### config.mk
export PLATFORM = sky130hd
export DESIGN_NAME = gpio_ports
export DESIGN_NICKNAME = d
export VERILOG_FILES = /design/src/gpio_pin_cell.v /design/src/gpio_ports.v
export VERILOG_INCLUDE_DIRS = /design/src /design/src/src
export SDC_FILE = /design/constraint.sdc
export NUM_CORES = 1
export LEC_CHECK = 0
export BUFFER_PORTS_ARGS = -buffer_cell sky130_fd_sc_hd__buf_2
export CORE_MARGIN = 4
export CORE_UTILIZATION = 60
export CTS_BUF_LIST = sky130_fd_sc_hd__clkbuf_4 sky130_fd_sc_hd__clkbuf_8
export CTS_CLUSTER_SIZE = 10
export DETAILED_ROUTE_END_ITERATION = 7
export PLACE_DENSITY_LB_ADDON = 0.3
export SYNTH_ARGS = -nofsm -noshare
export SYNTH_HDL_FRONTEND = slang
export SYNTH_SLANG_ARGS = --single-unit
### constraint.sdc
create_clock -name sys_clk_i -period 3.72 [get_ports sys_clk_i]
set_clock_uncertainty 0.1 [all_clocks]
set_input_delay 0.186 -clock sys_clk_i [delete_from_list [all_inputs] [get_ports sys_clk_i]]
set_output_delay 0.186 -clock sys_clk_i [all_outputs]
set_load 0.05 [all_outputs]
### src/gpio_ports_regs.vh
// Register offsets, reset values and field positions of the three-port GPIO block
`ifndef GPIO_PORTS_REGS_VH
`define GPIO_PORTS_REGS_VH

// ****************************************************************
// Register offsets (byte addresses on the plain register port)
// ****************************************************************
`define ADDR_W 5
`define DATA_W 8
`define OFS_FIRST_LATCH 5'h00
`define OFS_FIRST_DIR 5'h01
`define OFS_FIRST_PULLUP 5'h02
`define OFS_SECOND_LATCH 5'h04
`define OFS_SECOND_DIR 5'h05
`define OFS_SECOND_PULLUP 5'h06
`define OFS_IN_BUF_TYPE 5'h07
`define OFS_OUT_DRIVE_TYPE 5'h08
`define OFS_THIRD_LATCH 5'h0C
`define OFS_THIRD_DIR 5'h0D
`define OFS_THIRD_PULLUP 5'h0E
`define OFS_ANALOG_DIGITAL 5'h10
`define OFS_ADC_CHANNEL 5'h11
`define OFS_PIN_SWAP 5'h12

// ****************************************************************
// Reset values
// ****************************************************************
`define RST_LATCH 8'h00
`define RST_DIR 8'hFF
`define RST_PULLUP 8'h00
`define RST_BUF_TYPE 8'h00
`define RST_ANALOG_DIGITAL 8'h00
`define RST_ADC_CHANNEL 8'h00
`define RST_PIN_SWAP 8'h00
`define RD_UNMAPPED 8'h00

// ****************************************************************
// Field positions
// ****************************************************************
`define SWAP_SERIAL_BIT 0
`define ADC_CH_W 5
`define ADC_FIRST_CH 5'h08
`define SMB_PINS 2

`endif

### src/gpio_pin_cell.v
// One general-purpose I/O pin cell: drive, pull-up and read-back path
`timescale 1ns/1ps

module gpio_pin_cell #(
   parameter HAS_PU = 1,
   parameter HAS_OD = 0
) (
   input wire sys_clk_i,   // System clock
   input wire arst_n_i,    // Async reset, active low
   input wire latch_i,     // Output latch bit
   input wire dir_in_i,    // 1 = input mode
   input wire pu_sel_i,    // Pull-up select bit
   input wire od_sel_i,    // 1 = open-drain drive
   input wire alt_out_i,   // Alternate function output
   input wire dig_en_i,    // Digital function enabled
   input wire pin_i,       // Pin level seen by input buffer
   output reg pin_o,       // Pin output value
   output reg pin_oe_o,    // Pin output enable
   output reg pu_en_o,     // Pull-up enable
   output wire rd_o        // Read-back value
);

   reg next_val;
   reg next_oe;
   reg next_out;

   // ****************************************************************
   // Drive path
   // ****************************************************************
   always @* begin
      next_val = latch_i | alt_out_i;
      next_out = next_val;
      next_oe = dig_en_i & ~dir_in_i;
      if ((HAS_OD != 0) && od_sel_i) begin
         // Open drain only pulls low, a one releases the pin
         next_out = 1'b0;
         next_oe = dig_en_i & ~dir_in_i & ~next_val;
      end
   end

   always @(posedge sys_clk_i or negedge arst_n_i) begin
      if (!arst_n_i) begin
         pin_o <= 1'b0;
         pin_oe_o <= 1'b0;
         pu_en_o <= 1'b0;
      end else begin
         pin_o <= next_out;
         pin_oe_o <= next_oe;
         pu_en_o <= (HAS_PU != 0) & dir_in_i & pu_sel_i;
      end
   end

   // Input bits return the pin, output bits the latch
   assign rd_o = dir_in_i ? (pin_i & dig_en_i) : latch_i;

endmodule // gpio_pin_cell

### src/gpio_ports.v
// Three-port general-purpose I/O block with alternate functions
//
// Behaviour
// - Per-pin output latch and direction bit.
// - First port input pull-up per select bit.
// - Second port input pull-up per select bit.
// - Third port pull-up only on largest package.
// - Reset sets all directions to input.
// - Two low second-port pins pick SMBus buffer.
// - Second port pins pick CMOS or open drain.
// - First port carries interrupt, counter clocks, select.
// - Swap moves serial clock and data input onto first port, largest package only.
// - Second port carries serial data, clock, clock.
// - Third port: analog inputs or key interrupts.
// - Digital mode, unselected channel: normal digital pin.
// - Analog input converted only when channel picks.
`timescale 1ns/1ps
`include "gpio_ports_regs.vh"

module gpio_ports #(
   parameter FIRST_W = 3,
   parameter SECOND_W = 4,
   parameter THIRD_W = 6,
   parameter ANALOG_W = 3,
   parameter LARGE_PKG = 1,
   parameter HAS_ADC = 1
) (
   input wire sys_clk_i,                   // System clock, 125 MHz
   input wire arst_n_i,                    // Async reset, active low
   input wire [`ADDR_W-1:0] addr_i,        // Register address
   input wire [`DATA_W-1:0] wdata_i,       // Register write data
   input wire wr_i,                        // Write strobe
   input wire rd_i,                        // Read strobe
   output reg [`DATA_W-1:0] rdata_o,       // Read data, cycle after strobe
   input wire [FIRST_W-1:0] first_pin_i,   // First port pin levels
   output wire [FIRST_W-1:0] first_pin_o,  // First port pin drive values
   output wire [FIRST_W-1:0] first_pin_oe_o, // First port output enables
   output wire [FIRST_W-1:0] first_pu_en_o, // First port pull-up enables
   input wire [SECOND_W-1:0] second_pin_i, // Second port normal buffer levels
   input wire [`SMB_PINS-1:0] second_smb_i, // SMBus buffer levels, two low pins
   output wire [SECOND_W-1:0] second_pin_o, // Second port pin drive values
   output wire [SECOND_W-1:0] second_pin_oe_o, // Second port output enables
   output wire [SECOND_W-1:0] second_pu_en_o, // Second port pull-up enables
   input wire [THIRD_W-1:0] third_pin_i,   // Third port pin levels
   output wire [THIRD_W-1:0] third_pin_o,  // Third port pin drive values
   output wire [THIRD_W-1:0] third_pin_oe_o, // Third port output enables
   output wire [THIRD_W-1:0] third_pu_en_o, // Third port pull-up enables
   output reg [ANALOG_W-1:0] analog_en_o,  // Pin handed to analog input
   output reg [ANALOG_W-1:0] adc_convert_o, // Pin is the converted channel
   input wire rtc_clk_i,                   // Real-time counter clock out
   input wire rtc_corr_clk_i,              // Real-time counter correction clock
   input wire sck_out_i,                   // Serial clock from serial unit
   input wire sdo_i,                       // Serial data from serial unit
   output reg sck_in_o,                    // Serial clock / external clock in
   output reg sdi_o,                       // Serial data into serial unit
   output reg ssel_n_o,                    // Serial chip select, active low
   output reg ext_int_o,                   // External interrupt from first port
   output reg [SECOND_W-1:0] second_int_o, // Interrupt inputs on second port
   output reg [THIRD_W-1:0] key_int_o      // Key interrupt inputs
);

   // ****************************************************************
   // Register file
   // ****************************************************************
   reg [FIRST_W-1:0] first_port_latch;
   reg [FIRST_W-1:0] first_port_direction;
   reg [FIRST_W-1:0] first_port_pullup_select;
   reg [SECOND_W-1:0] second_port_latch;
   reg [SECOND_W-1:0] second_port_direction;
   reg [SECOND_W-1:0] second_port_pullup_select;
   reg [`SMB_PINS-1:0] input_buffer_type_select;
   reg [SECOND_W-1:0] output_drive_type_select;
   reg [THIRD_W-1:0] third_port_latch;
   reg [THIRD_W-1:0] third_port_direction;
   reg [THIRD_W-1:0] third_port_pullup_select;
   reg [ANALOG_W-1:0] analog_digital_pin_select;
   reg [`ADC_CH_W-1:0] adc_channel_select;
   reg alternate_pin_swap;

   wire swap_on;
   wire [FIRST_W-1:0] first_rd;
   wire [SECOND_W-1:0] second_rd;
   wire [THIRD_W-1:0] third_rd;
   wire [SECOND_W-1:0] second_in;
   wire [THIRD_W-1:0] third_dig_en;
   reg [FIRST_W-1:0] first_alt;
   reg [SECOND_W-1:0] second_alt;
   reg [`DATA_W-1:0] next_rdata;

   always @(posedge sys_clk_i or negedge arst_n_i) begin
      if (!arst_n_i) begin
         first_port_latch <= {FIRST_W{1'b0}};
         first_port_direction <= {FIRST_W{1'b1}};
         first_port_pullup_select <= {FIRST_W{1'b0}};
         second_port_latch <= {SECOND_W{1'b0}};
         second_port_direction <= {SECOND_W{1'b1}};
         second_port_pullup_select <= {SECOND_W{1'b0}};
         input_buffer_type_select <= {`SMB_PINS{1'b0}};
         output_drive_type_select <= {SECOND_W{1'b0}};
         third_port_latch <= {THIRD_W{1'b0}};
         third_port_direction <= {THIRD_W{1'b1}};
         third_port_pullup_select <= {THIRD_W{1'b0}};
         analog_digital_pin_select <= {ANALOG_W{1'b0}};
         adc_channel_select <= {`ADC_CH_W{1'b0}};
         alternate_pin_swap <= 1'b0;
      end else if (wr_i) begin
         case (addr_i)
            `OFS_FIRST_LATCH: begin
               first_port_latch <= wdata_i[FIRST_W-1:0];
            end
            `OFS_FIRST_DIR: begin
               first_port_direction <= wdata_i[FIRST_W-1:0];
            end
            `OFS_FIRST_PULLUP: begin
               first_port_pullup_select <= wdata_i[FIRST_W-1:0];
            end
            `OFS_SECOND_LATCH: begin
               second_port_latch <= wdata_i[SECOND_W-1:0];
            end
            `OFS_SECOND_DIR: begin
               second_port_direction <= wdata_i[SECOND_W-1:0];
            end
            `OFS_SECOND_PULLUP: begin
               second_port_pullup_select <= wdata_i[SECOND_W-1:0];
            end
            `OFS_IN_BUF_TYPE: begin
               input_buffer_type_select <= wdata_i[`SMB_PINS-1:0];
            end
            `OFS_OUT_DRIVE_TYPE: begin
               output_drive_type_select <= wdata_i[SECOND_W-1:0];
            end
            `OFS_THIRD_LATCH: begin
               third_port_latch <= wdata_i[THIRD_W-1:0];
            end
            `OFS_THIRD_DIR: begin
               third_port_direction <= wdata_i[THIRD_W-1:0];
            end
            `OFS_THIRD_PULLUP: begin
               // Smaller packages have no pull-up control here
               if (LARGE_PKG != 0) begin
                  third_port_pullup_select <= wdata_i[THIRD_W-1:0];
               end
            end
            `OFS_ANALOG_DIGITAL: begin
               if (HAS_ADC != 0) begin
                  analog_digital_pin_select <= wdata_i[ANALOG_W-1:0];
               end
            end
            `OFS_ADC_CHANNEL: begin
               adc_channel_select <= wdata_i[`ADC_CH_W-1:0];
            end
            `OFS_PIN_SWAP: begin
               if (LARGE_PKG != 0) begin
                  alternate_pin_swap <= wdata_i[`SWAP_SERIAL_BIT];
               end
            end
            default: begin
               first_port_latch <= first_port_latch;
            end
         endcase
      end
   end

   // ****************************************************************
   // Read-back
   // ****************************************************************
   always @* begin
      next_rdata = `RD_UNMAPPED;
      case (addr_i)
         `OFS_FIRST_LATCH: begin
            next_rdata[FIRST_W-1:0] = first_rd;
         end
         `OFS_FIRST_DIR: begin
            next_rdata[FIRST_W-1:0] = first_port_direction;
         end
         `OFS_FIRST_PULLUP: begin
            next_rdata[FIRST_W-1:0] = first_port_pullup_select;
         end
         `OFS_SECOND_LATCH: begin
            next_rdata[SECOND_W-1:0] = second_rd;
         end
         `OFS_SECOND_DIR: begin
            next_rdata[SECOND_W-1:0] = second_port_direction;
         end
         `OFS_SECOND_PULLUP: begin
            next_rdata[SECOND_W-1:0] = second_port_pullup_select;
         end
         `OFS_IN_BUF_TYPE: begin
            next_rdata[`SMB_PINS-1:0] = input_buffer_type_select;
         end
         `OFS_OUT_DRIVE_TYPE: begin
            next_rdata[SECOND_W-1:0] = output_drive_type_select;
         end
         `OFS_THIRD_LATCH: begin
            next_rdata[THIRD_W-1:0] = third_rd;
         end
         `OFS_THIRD_DIR: begin
            next_rdata[THIRD_W-1:0] = third_port_direction;
         end
         `OFS_THIRD_PULLUP: begin
            next_rdata[THIRD_W-1:0] = third_port_pullup_select;
         end
         `OFS_ANALOG_DIGITAL: begin
            next_rdata[ANALOG_W-1:0] = analog_digital_pin_select;
         end
         `OFS_ADC_CHANNEL: begin
            next_rdata[`ADC_CH_W-1:0] = adc_channel_select;
         end
         `OFS_PIN_SWAP: begin
            next_rdata[`SWAP_SERIAL_BIT] = alternate_pin_swap;
         end
         default: begin
            next_rdata = `RD_UNMAPPED;
         end
      endcase
   end

   always @(posedge sys_clk_i or negedge arst_n_i) begin
      if (!arst_n_i) begin
         rdata_o <= `RD_UNMAPPED;
      end else if (rd_i) begin
         rdata_o <= next_rdata;
      end else begin
         rdata_o <= `RD_UNMAPPED;
      end
   end

   // ****************************************************************
   // Alternate output routing
   // ****************************************************************
   assign swap_on = (LARGE_PKG != 0) & alternate_pin_swap;

   // Peripheral outputs are ORed with the latch; software keeps the latch low
   always @* begin
      first_alt = {FIRST_W{1'b0}};
      first_alt[0] = rtc_clk_i | (swap_on & sck_out_i);
      first_alt[1] = rtc_corr_clk_i;
      second_alt = {SECOND_W{1'b0}};
      second_alt[0] = ~swap_on & sck_out_i;
      second_alt[2] = sdo_i;
   end

   // ****************************************************************
   // Second port input buffer choice
   // ****************************************************************
   genvar k;
   generate
      for (k = 0; k < SECOND_W; k = k + 1) begin : g_in_buf
         if (k < `SMB_PINS) begin : g_smb
            assign second_in[k] = input_buffer_type_select[k] ?
                                  second_smb_i[k] : second_pin_i[k];
         end else begin : g_norm
            assign second_in[k] = second_pin_i[k];
         end
      end
   endgenerate

   // ****************************************************************
   // Third port analog/digital steering
   // ****************************************************************
   generate
      for (k = 0; k < THIRD_W; k = k + 1) begin : g_dig_en
         if ((k < ANALOG_W) && (HAS_ADC != 0)) begin : g_ana
            assign third_dig_en[k] = ~analog_digital_pin_select[k];
         end else begin : g_dig
            assign third_dig_en[k] = 1'b1;
         end
      end
   endgenerate

   integer j;
   always @(posedge sys_clk_i or negedge arst_n_i) begin
      if (!arst_n_i) begin
         analog_en_o <= {ANALOG_W{1'b0}};
         adc_convert_o <= {ANALOG_W{1'b0}};
      end else begin
         for (j = 0; j < ANALOG_W; j = j + 1) begin
            // Analog needs input mode; analog with output mode gives neither
            analog_en_o[j] <= analog_digital_pin_select[j] &
                              third_port_direction[j];
            adc_convert_o[j] <= analog_digital_pin_select[j] &
                                third_port_direction[j] &
                                (adc_channel_select ==
                                 (`ADC_FIRST_CH + j[`ADC_CH_W-1:0]));
         end
      end
   end

   // ****************************************************************
   // Pin cells
   // ****************************************************************
   generate
      for (k = 0; k < FIRST_W; k = k + 1) begin : g_first
         gpio_pin_cell #(.HAS_PU(1), .HAS_OD(0)) u_cell (
            .sys_clk_i(sys_clk_i),
            .arst_n_i(arst_n_i),
            .latch_i(first_port_latch[k]),
            .dir_in_i(first_port_direction[k]),
            .pu_sel_i(first_port_pullup_select[k]),
            .od_sel_i(1'b0),
            .alt_out_i(first_alt[k]),
            .dig_en_i(1'b1),
            .pin_i(first_pin_i[k]),
            .pin_o(first_pin_o[k]),
            .pin_oe_o(first_pin_oe_o[k]),
            .pu_en_o(first_pu_en_o[k]),
            .rd_o(first_rd[k])
         );
      end
      for (k = 0; k < SECOND_W; k = k + 1) begin : g_second
         gpio_pin_cell #(.HAS_PU(1), .HAS_OD(1)) u_cell (
            .sys_clk_i(sys_clk_i),
            .arst_n_i(arst_n_i),
            .latch_i(second_port_latch[k]),
            .dir_in_i(second_port_direction[k]),
            .pu_sel_i(second_port_pullup_select[k]),
            .od_sel_i(output_drive_type_select[k]),
            .alt_out_i(second_alt[k]),
            .dig_en_i(1'b1),
            .pin_i(second_in[k]),
            .pin_o(second_pin_o[k]),
            .pin_oe_o(second_pin_oe_o[k]),
            .pu_en_o(second_pu_en_o[k]),
            .rd_o(second_rd[k])
         );
      end
      for (k = 0; k < THIRD_W; k = k + 1) begin : g_third
         gpio_pin_cell #(.HAS_PU(LARGE_PKG), .HAS_OD(0)) u_cell (
            .sys_clk_i(sys_clk_i),
            .arst_n_i(arst_n_i),
            .latch_i(third_port_latch[k]),
            .dir_in_i(third_port_direction[k]),
            .pu_sel_i(third_port_pullup_select[k]),
            .od_sel_i(1'b0),
            .alt_out_i(1'b0),
            .dig_en_i(third_dig_en[k]),
            .pin_i(third_pin_i[k]),
            .pin_o(third_pin_o[k]),
            .pin_oe_o(third_pin_oe_o[k]),
            .pu_en_o(third_pu_en_o[k]),
            .rd_o(third_rd[k])
         );
      end
   endgenerate

   // ****************************************************************
   // Alternate inputs toward peripherals
   // ****************************************************************
   always @(posedge sys_clk_i or negedge arst_n_i) begin
      if (!arst_n_i) begin
         sck_in_o <= 1'b0;
         sdi_o <= 1'b0;
         ssel_n_o <= 1'b1;
         ext_int_o <= 1'b0;
         second_int_o <= {SECOND_W{1'b0}};
         key_int_o <= {THIRD_W{1'b0}};
      end else begin
         sck_in_o <= swap_on ? first_pin_i[0] : second_in[0];
         sdi_o <= swap_on ? first_pin_i[1] : second_in[1];
         ssel_n_o <= first_pin_i[FIRST_W-1];
         ext_int_o <= first_pin_i[FIRST_W-1];
         second_int_o <= second_in;
         // Key inputs are silent while a pin is given to the analog side
         key_int_o <= third_pin_i & third_dig_en;
      end
   end

endmodule // gpio_ports

==> results.yml <==
status:
  status: "complete, no violations"
die:
  rows: 34
  floorplan.core_area_mm2: 0.00868
  effective_utilization_at_floorplan_pct: 61.3
  die_h_um: 102
  ioPinCount: 103
  die-area_mm2: 0.0104
  die_w_um: 102
global_routing:
  grt.overflow.total: 0
  global_route_usage_over_all_layers_pct: 24.1
  grt_antenna_before_repair: 0
  grt_max_degree: 79
  grt_pass1_vias: 3643
  grt_first_pass_wirelength_mm: 18.9
detailed_routing:
  route.vias.total: 3491
  totalWireLength_mm: 11.9
  ant_nets: 0
  drt-initial-drc-count: 254
  drt-vias-per-instance: 5.58
  drc: 0
  routedWlPerCell_um: 19.0
  detail_route.first_pass.iterations: 5
critical_path:
  worstPathArrival_ns: 1.98
  timing.critical_path.cells: "buf_2, nor2b_1, nand3_1, mux2_2"
  timing.reg2reg.setup_slack_ns: 1.96
  worst_r2r_endpoint: "rdata_o[1]"
  required_ns: 3.93
  worstPathMaxFanout: 21
  rr_startpoint: "input_buffer_type_select[1]"
  worstPathBufferInverterCount: 1
  start_kind: "primary input"
  critical_path.endpoint_type: "flip-flop"
  worst_path_largest_cell_delay_ns: 0.66
  reg2regPathDepth: 5
  worstSetupPathType: "primary input to flip-flop"
  worst_path_max_delay_cell: "nor2b_1"
  critical_path.top_delay_family: "simple AND/OR/NAND/NOR gates"
place:
  port-buffer-count: 98
  routabilityCongestion: 0.873
  placed_cells: 570
  dp_hpwl_mm: 8.03
  placedInstanceArea_mm2: 0.00555
worst_hold_path:
  holdCritStartpoint: "wdata_i[0]"
  hold_path.class: "primary input to flip-flop"
  worst_hold_path_stage_count: 3
  holdPathEnd: "first_port_direction[0]"
clocking:
  clockBufferDepth: 2
  cts_tree: "yes"
  numClockSinks: 119
  clkTransAtPathRegs_ns: 0.07
  clock-root-buffer: "clkbuf_8"
  post_cts_buffers: 0
  cts_inserted_buffers: 17
  h-tree-depth: 4
  worstSkewPairLatency_ns: 0.42
synthesis:
  synth-seq-cells: 119
  synth.top_cell.area_share_pct: 49.4
  main_synth_ff_type: "dfrtp_1"
  synth_enable_flop_cells: 0
  netlist_area_mm2: 0.00532
  synth_cells: 417
  syn-mean-instance-area_um2: 12.8
  yosys.cell_types.count: 59
  yosys.area.top_type: "dfrtp_1"
  ys.warnings.count: 0
  synth_top_cells_by_area: "dfrtp_1 (49%), mux2_2 (9.1%), dfstp_2 (6.9%)"
  async_s_r_ff_share_synth_pct: 100
  yosysSeqAreaShare_pct: 56.3
sta:
  achievable-frequency_mhz: 564
  timing.slew.headroom_pct: 35.9
  final-max-slew-violation-count: 0
  post-route-min-period_ns: 1.77
  grt_setup_unrepaired: "no"
  tightestPinTransition_ns: 0.962
  hold_ws_ns: 0.0150
  report.final.setup_viol: 0
  fin_crit_sh_pct: 47.7
  fin_setup_tns_ns: 0
  final_hold_viol_count: 0
cells_and_area:
  area_of_all_placed_cells_without_fillers_mm2: 0.00626
  antennaDiodeCount: 0
  drive_above_1_share_pct: 44.0
  finalNonFillerCells: 626
  area_delta_synth_final_pct: 17.7
  num-nets-final: 541
power_and_ir_drop:
  peakVddDrop_mv: 0.398
  seqPwrFrac_pct: 42.9
  leakagePower_uw: 0.00308
  power_share_of_the_combinational_group_pct: 22.5
  switching_share_pct: 32.5
  cellPowerDensity_mw_per_mm2: 627
  cellInternalPower_uw: 2650
  power.share.clock_pct: 34.6
  switchingPower_uw: 1280
run:
  cap_violations: 0
[routing by layer]
metal / vias to the layer above / part of all wire [%] / track usage [%]
li1: 1585 / - / -
met1: 1731 / 42 / 31.7
met2: 159 / 50 / 39.8
met3: 16 / 6.5 / 5.94
met4: 0 / 1.5 / 7.67
met5: - / 0 / 0
[power groups by stage]
stage	Sequential [µW]	Clock (µW)	Combinational [µW]
3_3_place_gp	1690	0	843
3_5_place_dp	1700	0	860
6_report	1690	1360	883
2_1_floorplan	1730	0	701
5_1_grt	1710	1440	937
4_1_cts	1680	1380	888
[synthesized netlist by cell type, types with 5 or more instances]
library cell and n:
dfrtp_1 105, buf_4 45, mux2_2 43, nand2_1 23, mux2_4 17, nor2_1 17
a21oi_1 16, and2_1 16, dfstp_2 14, nor2b_1 11, o21ai_0 10, inv_1 9
mux2i_1 6, and3_1 5
[cells by family (layout without fill, tap and decap cells)]
logic type,after synthesis,count (layout),synth area share (%)
adders and majority gates,1,1,0.212
other,1,2,0.0705
and+or+nand+nor,104,104,12.1
buffers and inverters,66,166,8.47
AOI/OAI and AO/OA,60,60,7.76
DFF,119,119,56.3
muxes,66,66,15.0
[flip-flops by register name, indices dropped and copies added, names as in the netlist, 5 cells and up]
register / flops
key_int_o: 6
g_third.u_cell.pu_en_o: 6
third_port_latch: 6
rdata_o: 6
adc_channel_select: 5
third_port_pullup_select: 6
g_third.u_cell.pin_oe_o: 6
third_port_direction: 6
g_third.u_cell.pin_o: 6
[cells in the final DEF, fill, tap and decap left out, drive strengths merged, types with 14 or more instances in the layout]
cell and count:
dfrtp 105, buf 100, and2 17, dfstp 14
clkbuf 18, nor2 20, nand2 27, mux2 60
dlygate4sd3 24, a21oi 17
[cell type report]
type,instances,area [µm²]
clock inverters,14,221
fillers,645,2420
multi-input cells,233,1880
well taps,108,135
clock buffers,18,248
flip-flops and latches,119,3000
repair buffers,124,748
inverters,10,37.5
[worst max path at each step]
stage / to / cells past startpoint / start / slack (ns)
floorplan: rdata_o[0] / 4 / third_port_direction[0] / 2.12
global placement: second_port_pullup_select[1] / 4 / addr_i[1] / 1.61
detailed placement: second_port_pullup_select[3] / 4 / addr_i[1] / 1.55
CTS: rdata_o[1] / 5 / input_buffer_type_select[1] / 1.96
global route: rdata_o[1] / 5 / input_buffer_type_select[1] / 1.90
finish: second_port_pullup_select[3] / 4 / addr_i[1] / 1.95
[timing repair]
item / in CTS / in global routing
gates resized for setup: 0 / 0
hold buffers: 24 / 0
endpoints found under the hold margin: 95 / 0
setup endpoints to repair: 0 / 0
[worst min-delay path: stages]
cell	delay [ns]
buf_2	0.19
nand2_1	0.08
o21ai_0	0.07
[per-stage QoR]
step	utilization, %	power [µW]	setup slack (ns)
after floorplan	-	2430	2.12
after detailed placement	64.0	2560	1.55
after global placement	64.0	2540	1.61
final	72.1	3930	1.95
after global routing	72.1	4090	1.90
after CTS	72.1	3950	1.96
Power figures use the tool's default switching activity.
